==> src/wrxcs_regs.vh <==
/*
 Constants for the wireless receiver charge supervisor: timing figures, packet codes and encodings.
 Assumes the includer works on a 250 MHz system clock; the cycle counts below are sized for that clock.
*/
// Contract
// Start charging only inside T1-T4 window.
// Suspend outside window, resume when back inside.
// Standard variant halves current in outer zones.
// Standard variant: normal voltage T1-T3, reduced T3-T4.
// Modified variant keeps full current in zones.
// Modified variant reduces voltage in T3-T4 zone.
// Surge: control errors every 32 ms, else 250.
// Overvoltage opens pass switch, requests voltage return.
// End packet uses header 0x02 with reason.
// Reason 0x00 adapter/ctrl high; 0x02 internal fault.
// Reason 0x01 on taper termination, then high-Z.
// Reason 0x03 on hot, cold or ctrl low.
// Reason 0x06 on precharge or fast timeout.
// Reason 0x08 when rectifier fails to converge.
// Status pin low exactly while charger enabled.
// Charger stays off until rectifier converged.
// Two load switches encode outgoing packets.
// Fixed current limit while a packet modulates.
// Diode rectification during initial start-up.
// Half sync above lockout; full sync with hysteresis.
// Hot and cold comparators checked on temperature.
// Bias 25ms, deglitch 10ms, release 100ms.
// Ctrl pin high or low shuts receiver down.
// Analog comparator inputs synchronised to system clock.
`ifndef WRXCS_REGS_VH
`define WRXCS_REGS_VH
`define WRX_CLK_KHZ        250000
`define WRX_CE_FAST_MS     32
`define WRX_CE_SLOW_MS     250
`define WRX_TS_BIAS_MS     25
`define WRX_TS_DEGLITCH_MS 10
`define WRX_TS_RELEASE_MS  100
`define WRX_BIT_US         500
`define WRX_CE_FAST_CYC    27'h07A_1200
`define WRX_CE_SLOW_CYC    27'h3B9_ACA0
`define WRX_TS_BIAS_CYC    27'h05F_5E10
`define WRX_TS_DGL_CYC     27'h026_25A0
`define WRX_TS_REL_CYC     27'h17D_7840
`define WRX_BIT_CYC        27'h001_E848
`define WRX_HDR_EPT        8'h02
`define WRX_HDR_CE         8'h03
`define WRX_EPT_UNKNOWN    8'h00
`define WRX_EPT_COMPLETE   8'h01
`define WRX_EPT_INTFAULT   8'h02
`define WRX_EPT_OVERTEMP   8'h03
`define WRX_EPT_BATTFAIL   8'h06
`define WRX_EPT_NORESP     8'h08
`define WRX_ILIM_FULL      2'h0
`define WRX_ILIM_HALF      2'h1
`define WRX_ILIM_COMM      2'h2
`define WRX_RECT_DIODE     2'h0
`define WRX_RECT_HALF      2'h1
`define WRX_RECT_FULL      2'h2
`endif

==> src/wrxcs_sync2.v <==
/*
 Two-flop synchroniser for a vector of independent level signals.
 Assumes each bit is a slow level; bits are not coherent with each other.
*/
`timescale 1ns/100ps
module wrxcs_sync2 #(
	parameter W = 1
) (
	input  wire         clk_sys,
	input  wire         rst_n,
	input  wire [W-1:0] asyncIn,
	output wire [W-1:0] syncOut
);
	reg [W-1:0] meta_q;
	reg [W-1:0] stable_q;

	always @(posedge clk_sys or negedge rst_n) begin
		if (!rst_n) begin
			meta_q   <= {W{1'b0}};
			stable_q <= {W{1'b0}};
		end else begin
			meta_q   <= asyncIn;
			stable_q <= meta_q;
		end
	end

	assign syncOut = stable_q;
endmodule

==> src/wrxcs_modulator.v <==
/*
 Serial load-modulation sender: one header byte then one data byte, MSB first, each bit held BIT_CYC cycles.
 Assumes the caller raises start only while busy is low; a start during busy is ignored.
*/
`timescale 1ns/100ps
`include "wrxcs_regs.vh"
module wrxcs_modulator #(
	parameter [26:0] BIT_CYC = `WRX_BIT_CYC
) (
	input  wire       clk_sys,
	input  wire       rst_n,
	input  wire       start,
	input  wire [7:0] header,
	input  wire [7:0] payload,
	output wire       busy,
	output wire       switchOn
);
	reg [15:0] shift_q;
	reg [4:0]  bitsLeft_q;
	reg [26:0] bitCnt_q;
	reg        sw_q;

	always @(posedge clk_sys or negedge rst_n) begin
		if (!rst_n) begin
			shift_q    <= 16'h0000;
			bitsLeft_q <= 5'h00;
			bitCnt_q   <= 27'h000_0000;
			sw_q       <= 1'b0;
		end else if (bitsLeft_q == 5'h00) begin
			sw_q <= 1'b0;
			if (start) begin
				shift_q    <= {header[6:0], payload, 1'b0};
				sw_q       <= header[7];
				bitsLeft_q <= 5'h10;
				bitCnt_q   <= 27'h000_0000;
			end
		end else if (bitCnt_q == BIT_CYC - 27'h000_0001) begin
			bitCnt_q   <= 27'h000_0000;
			bitsLeft_q <= bitsLeft_q - 5'h01;
			sw_q       <= (bitsLeft_q == 5'h01) ? 1'b0 : shift_q[15];
			shift_q    <= {shift_q[14:0], 1'b0};
		end else begin
			bitCnt_q <= bitCnt_q + 27'h000_0001;
		end
	end

	assign busy     = (bitsLeft_q != 5'h00);
	assign switchOn = sw_q;
endmodule

==> src/wrxcs_top.v <==
/*
 Charge supervisor: temperature gating, profile selection, control-error pacing, end-transfer reasons,
 status pin, load modulation and rectifier mode stepping.
 Assumes every analog comparator input is an asynchronous level; the analog loops act on the select outputs.
*/
`timescale 1ns/100ps
`include "wrxcs_regs.vh"
module wrxcs_top #(
	parameter [26:0] CE_FAST_CYC  = `WRX_CE_FAST_CYC,
	parameter [26:0] CE_SLOW_CYC  = `WRX_CE_SLOW_CYC,
	parameter [26:0] TS_BIAS_CYC  = `WRX_TS_BIAS_CYC,
	parameter [26:0] TS_DGL_CYC   = `WRX_TS_DGL_CYC,
	parameter [26:0] TS_REL_CYC   = `WRX_TS_REL_CYC,
	parameter [26:0] BIT_CYC      = `WRX_BIT_CYC
) (
	input  wire       clk_sys,
	input  wire       rst_n,
	input  wire       variantModified,
	input  wire       tsAboveT1,
	input  wire       tsAboveT2,
	input  wire       tsAboveT3,
	input  wire       tsAboveT4,
	input  wire       tsHot,
	input  wire       tsCold,
	input  wire       ctrlAboveHigh,
	input  wire       ctrlBelowLow,
	input  wire       adapterPresent,
	input  wire       junctionHot,
	input  wire       ilimShorted,
	input  wire       rectSurge,
	input  wire       rectAcceptable,
	input  wire       rectOverVolt,
	input  wire       rectAboveLockout,
	input  wire       rectConverged,
	input  wire       rectConvergeFail,
	input  wire       loadAboveSyncEntry,
	input  wire       loadBelowSyncExit,
	input  wire       taperPhase,
	input  wire       battBelowTerm,
	input  wire       prechargeTimeout,
	input  wire       fastChargeTimeout,
	input  wire [7:0] controlErrorValue,
	output reg        tsBiasEn,
	output reg        chargeEn,
	output reg        highImpedance,
	output reg        passSwitchOn,
	output reg  [1:0] currentLimitSel,
	output reg        reducedVoltage,
	output reg  [1:0] rectMode,
	output wire       chargeStatusOut,
	output wire       chargeStatusOe,
	output wire       loadModSwitchA,
	output wire       loadModSwitchB,
	output wire       eptSent
);
	localparam NIN = 24;
	localparam [2:0] ST_WAIT   = 3'h0;
	localparam [2:0] ST_CHARGE = 3'h1;
	localparam [2:0] ST_SUSP   = 3'h2;
	localparam [2:0] ST_EPT    = 3'h3;
	localparam [2:0] ST_OFF    = 3'h4;

	wire [NIN-1:0] rawIn;
	wire [NIN-1:0] syncIn;

	assign rawIn = {variantModified, tsAboveT1, tsAboveT2, tsAboveT3, tsAboveT4, tsHot, tsCold,
		ctrlAboveHigh, ctrlBelowLow, adapterPresent, junctionHot, ilimShorted, rectSurge,
		rectAcceptable, rectOverVolt, rectAboveLockout, rectConverged, rectConvergeFail,
		loadAboveSyncEntry, loadBelowSyncExit, taperPhase, battBelowTerm, prechargeTimeout,
		fastChargeTimeout};

	// Every comparator level passes two flops before any logic reads it.
	wrxcs_sync2 #(
		.W       (NIN)
	) wrxcs_sync2_i (
		.clk_sys (clk_sys),
		.rst_n   (rst_n),
		.asyncIn (rawIn),
		.syncOut (syncIn)
	);

	wire       sModified = syncIn[23];
	wire [5:0] tsRaw     = syncIn[22:17];
	wire       sCtrlHi   = syncIn[16];
	wire       sCtrlLo   = syncIn[15];
	wire       sAdapter  = syncIn[14];
	wire       sJunction = syncIn[13];
	wire       sIlimShrt = syncIn[12];
	wire       sSurge    = syncIn[11];
	wire       sAccept   = syncIn[10];
	wire       sOverVolt = syncIn[9];
	wire       sLockout  = syncIn[8];
	wire       sConverge = syncIn[7];
	wire       sConvFail = syncIn[6];
	wire       sLoadHi   = syncIn[5];
	wire       sLoadLo   = syncIn[4];
	wire       sTaper    = syncIn[3];
	wire       sBelowTrm = syncIn[2];
	wire       sPreTmo   = syncIn[1];
	wire       sFastTmo  = syncIn[0];

	// Temperature pin sampling: bias window with deglitched comparators, then released pin watch.
	reg [26:0] tsCnt_q;
	reg [26:0] dglCnt_q;
	reg [5:0]  tsSeen_q;
	reg [5:0]  tsFilt_q;
	reg        tsValid_q;
	reg        ctrlHiSeen_q;
	reg        ctrlLoSeen_q;

	always @(posedge clk_sys or negedge rst_n) begin
		if (!rst_n) begin
			tsBiasEn     <= 1'b1;
			tsCnt_q      <= 27'h000_0000;
			dglCnt_q     <= 27'h000_0000;
			tsSeen_q     <= 6'h00;
			tsFilt_q     <= 6'h00;
			tsValid_q    <= 1'b0;
			ctrlHiSeen_q <= 1'b0;
			ctrlLoSeen_q <= 1'b0;
		end else begin
			tsCnt_q <= tsCnt_q + 27'h000_0001;
			if (tsBiasEn && tsCnt_q == TS_BIAS_CYC - 27'h000_0001) begin
				tsBiasEn <= 1'b0;
				tsCnt_q  <= 27'h000_0000;
			end else if (!tsBiasEn && tsCnt_q == TS_REL_CYC - 27'h000_0001) begin
				tsBiasEn <= 1'b1;
				tsCnt_q  <= 27'h000_0000;
			end
			if (tsBiasEn) begin
				tsSeen_q <= tsRaw;
				if (tsRaw != tsSeen_q) begin
					dglCnt_q <= 27'h000_0000;
				end else if (dglCnt_q == TS_DGL_CYC - 27'h000_0001) begin
					tsFilt_q  <= tsSeen_q;
					tsValid_q <= 1'b1;
				end else begin
					dglCnt_q <= dglCnt_q + 27'h000_0001;
				end
				if (sCtrlLo) begin
					ctrlLoSeen_q <= 1'b1;
				end
			end else begin
				dglCnt_q <= 27'h000_0000;
				if (sCtrlHi) begin
					ctrlHiSeen_q <= 1'b1;
				end
			end
		end
	end

	wire fT1   = tsFilt_q[5];
	wire fT2   = tsFilt_q[4];
	wire fT3   = tsFilt_q[3];
	wire fT4   = tsFilt_q[2];
	wire fHot  = tsFilt_q[1];
	wire fCold = tsFilt_q[0];
	wire inWindow = tsValid_q && fT1 && !fT4;
	wire zoneLow  = fT1 && !fT2;
	wire zoneHigh = fT3 && !fT4;
	wire tempFault = tsValid_q && (fHot || fCold);

	// End-transfer reason, highest priority first.
	reg       eptNeed;
	reg [7:0] eptReason;

	always @* begin
		eptNeed   = 1'b1;
		eptReason = `WRX_EPT_UNKNOWN;
		if (sJunction || sIlimShrt) begin
			eptReason = `WRX_EPT_INTFAULT;
		end else if (tempFault || ctrlLoSeen_q) begin
			eptReason = `WRX_EPT_OVERTEMP;
		end else if (sAdapter || ctrlHiSeen_q) begin
			eptReason = `WRX_EPT_UNKNOWN;
		end else if (sPreTmo || sFastTmo) begin
			eptReason = `WRX_EPT_BATTFAIL;
		end else if (sConvFail) begin
			eptReason = `WRX_EPT_NORESP;
		end else if (chargeEn && sTaper && sBelowTrm) begin
			eptReason = `WRX_EPT_COMPLETE;
		end else begin
			eptNeed = 1'b0;
		end
	end

	// Charge sequencing and the packet scheduler share the modulator.
	reg  [2:0]  state_q;
	reg  [7:0]  eptCode_q;
	reg         surge_q;
	reg  [26:0] ceCnt_q;
	reg         modStart;
	reg  [7:0]  modHeader;
	reg  [7:0]  modPayload;
	reg         eptSent_q;
	wire        modBusy;
	wire        modSwitch;
	wire [26:0] ceInterval = surge_q ? CE_FAST_CYC : CE_SLOW_CYC;
	wire        ceDue      = (ceCnt_q >= ceInterval - 27'h000_0001);

	always @* begin
		modStart   = 1'b0;
		modHeader  = `WRX_HDR_CE;
		modPayload = controlErrorValue;
		if (!modBusy) begin
			if (state_q == ST_EPT) begin
				modStart   = 1'b1;
				modHeader  = `WRX_HDR_EPT;
				modPayload = eptCode_q;
			end else if (state_q != ST_OFF && ceDue) begin
				modStart = 1'b1;
			end
		end
	end

	always @(posedge clk_sys or negedge rst_n) begin
		if (!rst_n) begin
			state_q   <= ST_WAIT;
			eptCode_q <= 8'h00;
			surge_q   <= 1'b0;
			ceCnt_q   <= 27'h000_0000;
			eptSent_q <= 1'b0;
		end else begin
			eptSent_q <= 1'b0;
			// A surge or overvoltage asks for fast pacing until the rectifier settles.
			if (sSurge || sOverVolt) begin
				surge_q <= 1'b1;
			end else if (sAccept) begin
				surge_q <= 1'b0;
			end
			if (modStart && modHeader == `WRX_HDR_CE) begin
				ceCnt_q <= 27'h000_0000;
			end else if (!ceDue) begin
				ceCnt_q <= ceCnt_q + 27'h000_0001;
			end
			case (state_q)
				ST_WAIT, ST_CHARGE, ST_SUSP: begin
					if (eptNeed) begin
						eptCode_q <= eptReason;
						state_q   <= ST_EPT;
					end else if (state_q == ST_CHARGE && !inWindow) begin
						state_q <= ST_SUSP;
					end else if (state_q != ST_CHARGE && inWindow && sConverge) begin
						state_q <= ST_CHARGE;
					end
				end
				ST_EPT: begin
					if (modStart) begin
						eptSent_q <= 1'b1;
						state_q   <= ST_OFF;
					end
				end
				ST_OFF: begin
					state_q <= ST_OFF;
				end
				default: begin
					state_q <= ST_WAIT;
				end
			endcase
		end
	end

	wrxcs_modulator #(
		.BIT_CYC  (BIT_CYC)
	) wrxcs_modulator_i (
		.clk_sys  (clk_sys),
		.rst_n    (rst_n),
		.start    (modStart),
		.header   (modHeader),
		.payload  (modPayload),
		.busy     (modBusy),
		.switchOn (modSwitch)
	);

	// Both switches move together so either capacitive or paralleled resistive modulation works.
	assign loadModSwitchA = modSwitch;
	assign loadModSwitchB = modSwitch;

	// Charger outputs and profile selection.
	always @(posedge clk_sys or negedge rst_n) begin
		if (!rst_n) begin
			chargeEn        <= 1'b0;
			highImpedance   <= 1'b0;
			passSwitchOn    <= 1'b0;
			currentLimitSel <= `WRX_ILIM_FULL;
			reducedVoltage  <= 1'b0;
		end else begin
			chargeEn      <= (state_q == ST_CHARGE) && sConverge && !eptNeed;
			highImpedance <= (state_q == ST_OFF);
			passSwitchOn  <= !sOverVolt && (state_q != ST_OFF);
			if (modBusy) begin
				currentLimitSel <= `WRX_ILIM_COMM;
			end else if (!sModified && (zoneLow || zoneHigh)) begin
				currentLimitSel <= `WRX_ILIM_HALF;
			end else begin
				currentLimitSel <= `WRX_ILIM_FULL;
			end
			// Both variants use the reduced target in the warm zone; normal below the third threshold.
			reducedVoltage <= zoneHigh;
		end
	end

	// Open-drain status pin pulls low while the charger output is on.
	assign chargeStatusOut = 1'b0;
	assign chargeStatusOe  = chargeEn;
	assign eptSent         = eptSent_q;

	// Rectifier mode stepping with hysteresis between the two load-current levels.
	always @(posedge clk_sys or negedge rst_n) begin
		if (!rst_n) begin
			rectMode <= `WRX_RECT_DIODE;
		end else begin
			case (rectMode)
				`WRX_RECT_DIODE: begin
					if (sLockout) begin
						rectMode <= `WRX_RECT_HALF;
					end
				end
				`WRX_RECT_HALF: begin
					if (!sLockout) begin
						rectMode <= `WRX_RECT_DIODE;
					end else if (sLoadHi) begin
						rectMode <= `WRX_RECT_FULL;
					end
				end
				`WRX_RECT_FULL: begin
					if (!sLockout) begin
						rectMode <= `WRX_RECT_DIODE;
					end else if (sLoadLo) begin
						rectMode <= `WRX_RECT_HALF;
					end
				end
				default: begin
					rectMode <= `WRX_RECT_DIODE;
				end
			endcase
		end
	end
endmodule

==> config.mk <==
export PLATFORM = sky130hd
export DESIGN_NAME = wrxcs_top
export DESIGN_NICKNAME = d
export VERILOG_FILES = /design/src/wrxcs_sync2.v /design/src/wrxcs_modulator.v /design/src/wrxcs_top.v
export VERILOG_INCLUDE_DIRS = /design/src
export SDC_FILE = /design/constraint.sdc
export NUM_CORES = 1
export LEC_CHECK = 0
export BUFFER_PORTS_ARGS = -buffer_cell sky130_fd_sc_hd__buf_2
export CORE_MARGIN = 2
export CORE_UTILIZATION = 40
export DETAILED_ROUTE_END_ITERATION = 8
export SYNTH_ARGS = -nofsm -noshare
export SYNTH_HDL_FRONTEND = slang
export SYNTH_SLANG_ARGS = --single-unit
==> constraint.sdc <==
create_clock -name clk_sys -period 4.25 [get_ports clk_sys]
set_clock_uncertainty 0.1 [all_clocks]
set_input_delay 0.6375 -clock clk_sys [delete_from_list [all_inputs] [get_ports clk_sys]]
set_output_delay 0.6375 -clock clk_sys [all_outputs]
set_load 0.03 [all_outputs]
==> results_dict.tcl <==
set metrics [dict create \
    status "finished, final reports clean" \
    nNetsFinal 1037 \
    dp_hpwl_mm 13.5 \
    cts_made_buffers 24 \
    totalWireLength_mm 20.0 \
    synth_top_cell_by_area "dfrtp_1" \
    grt_pass1_wl_mm 34.4 \
    clk_root_buffer_cell "clkbuf_16" \
    crit_type "flip-flop to flip-flop" \
    grt_overflow 0 \
    post_cts_buffers 0 \
    finalCritPeriodShare 0.741 \
    yosys_most_used_dff "dfrtp_1" \
    diodes 0 \
    hold_slack_ps 119 \
    yosysWarnings 0 \
    synth_area_leaders "dfrtp_1 (53%), xor2_1 (4.8%), nor2_1 (4.5%)" \
    yosysTopAreaCellShare 0.525 \
    dr.pass1.iters 4 \
    fill_cells 2309 \
    syn_area_um2 9960 \
    fmax_mhz 317 \
    areaGrowthSynthToFinish_pct 13.4 \
    synth_nets 984 \
    arrival_ps 3400 \
    grt_max_degree 123 \
    clk_pin_slew_ps 60 \
    ant_nets 0 \
    postSynthAreaPerCell_um2 10.7 \
    placedCellCount 1281 \
    min_path_type "input pin to asynchronous set/reset pin" \
    ys_ff_latch 210 \
    vdd_drop_max_uv 306 \
    cellPowerDensity_nw_per_um2 411 \
    ctsResizeCount 0 \
    io_buffers 46 \
    die-area_um2 26200 \
    min_period_ps 3150 \
    chipWidth_um 162 \
    vias_per_cell 5.22 \
    worstSkewPairLatency_ps 510 \
    io_pins 48 \
    drv_slew 0 \
    cts_tree "yes" \
    hold_violations 0 \
    drtIter0Drc 342 \
    grt_setup_unrepaired "no" \
    final_common_cell "dfrtp_1" \
    grt_usage 0.157 \
    cap_violations 0 \
    start_kind "flip-flop" \
    maxSlewHeadroom 0.314 \
    holdBufCountCts 0 \
    num_vias 6897 \
    worst_ep_required_time_ps 4500 \
    end_kind "flip-flop" \
    multi_input_area_um2 4450 \
    worst-slew-pin-transition_ps 1030 \
    path_max_fanout 26 \
    fin_setup_tns_ps 0 \
    h-tree-depth 1 \
    num_rows 57 \
    final_cell_mix "dfrtp_1 (209), nor2_1 (119), nand2_1 (83)" \
    drc 0 \
    async_flop_share 1.00 \
    yosysSeqAreaShare 0.528 \
    netlist_instances 930 \
    layout.area.seq_um2 5260 \
    drive_above_1_share 0.163 \
    antenna_found_initial 0 \
    wl_per_cell_um 15.2 \
    die_y_um 162 \
    clockBufferDepth 3 \
    synth.distinct_cells 81 \
    cts.sinks 210 \
    gp_congestion 0.803 \
    finalSetupViolations 0 \
    core_um2 24400 \
    grt_pass1_vias 6828 \
    start_util 0.408 \
    leakage_nw 5.09 \
    finalNonFillerCells 1322 \
    synth_edf_count 0 \
]
[routing by layer]
metal,up-vias,share of wire,GRT usage
met2,84,0.45,0.246
met4,0,0.018,0.0438
met3,26,0.034,0.0250
met5,-,0,0
li1,3426,-,-
met1,3361,0.49,0.228
[cell usage after synthesis (all sizes together) (5+ instances only)]
library cell  count
a21o              6
a21oi            32
a22o              7
a31oi            26
and2              8
and3             19
and4              9
buf              21
clkbuf            9
dfrtp           209
ha               20
inv              19
mux2             19
nand2            84
nand3            55
nand4            36
nand4b            5
nor2            122
nor2b             6
nor3             24
nor4             16
nor4b             6
o21ai            26
o31ai             5
or2               6
or3               9
or4               7
xnor2            19
xor2             55
[layout make-up]
type                            count  area share
Sequential cell                   210       0.465
Multi-Input combinational cell    671       0.394
Clock buffer                       30      0.0615
Tap cell                          324      0.0359
Timing Repair Buffer               57      0.0286
Clock inverter                     11     0.00809
Inverter                           19     0.00632
[worst max-delay path, cell delays in order (launching register included)]
cell and delay [ps]:
dfrtp_1 540, inv_1 240, ha_1 350, nand4b_1 100
nor3_1 330, o2111ai_2 200, o211ai_4 180, and2_1 810
nor2_1 130
[through the flow]
step | utilization | instance area, um^2 | total power, mW | worst slack (ps)
after floorplan | - | 9960 | 2.52 | 1680
after global placement | 0.431 | 10500 | 2.65 | 1170
after detailed placement | 0.431 | 10500 | 2.66 | 1060
after CTS | 0.463 | 11300 | 4.71 | 1060
after global routing | 0.463 | 11300 | 4.85 | 759
final | 0.463 | 11300 | 4.64 | 1100
[where the power goes]
| group | switching (mW) | internal, mW |
|---|---|---|
| Combinational | 0.242 | 0.173 |
| Clock | 0.801 | 1.21 |
| Sequential | 0.105 | 2.10 |
[cell families after synthesis]
kind of cell | synth area share
flip-flops | 0.528
AND/OR/NAND/NOR | 0.224
multiplexers | 0.0260
XOR/XNOR | 0.0651
buffers and inverters | 0.0261
adder cells (fa/ha/maj) | 0.0251
AO/OA/AOI/OAI | 0.106
other | 0.000377
[sequential cells by signal, summed over array words and instances (netlist names), 15 cells and up]
name	count
dglCnt_q	27
ceCnt_q	27
wrxcs_modulator_i.bitCnt_q	27
tsCnt_q	27
wrxcs_sync2_i.meta_q	24
wrxcs_modulator_i.shift_q	15
wrxcs_sync2_i.syncOut	24
[worst paths after layout]
path	from	endpoint	slack [ps]	cells past startpoint
min in group clk_sys	rectSurge	wrxcs_sync2_i.meta_q[11]	130	1
min	rst_n	dglCnt_q[13]	120	1
max	surge_q	ceCnt_q[7]	1100	8
max in group asynchronous	rst_n	ceCnt_q[5]	3040	2
max reg2reg	surge_q	ceCnt_q[7]	1100	8
min reg2reg	wrxcs_sync2_i.meta_q[21]	wrxcs_sync2_i.syncOut[21]	250	0
No activity file was read; power rests on OpenSTA's default activity.
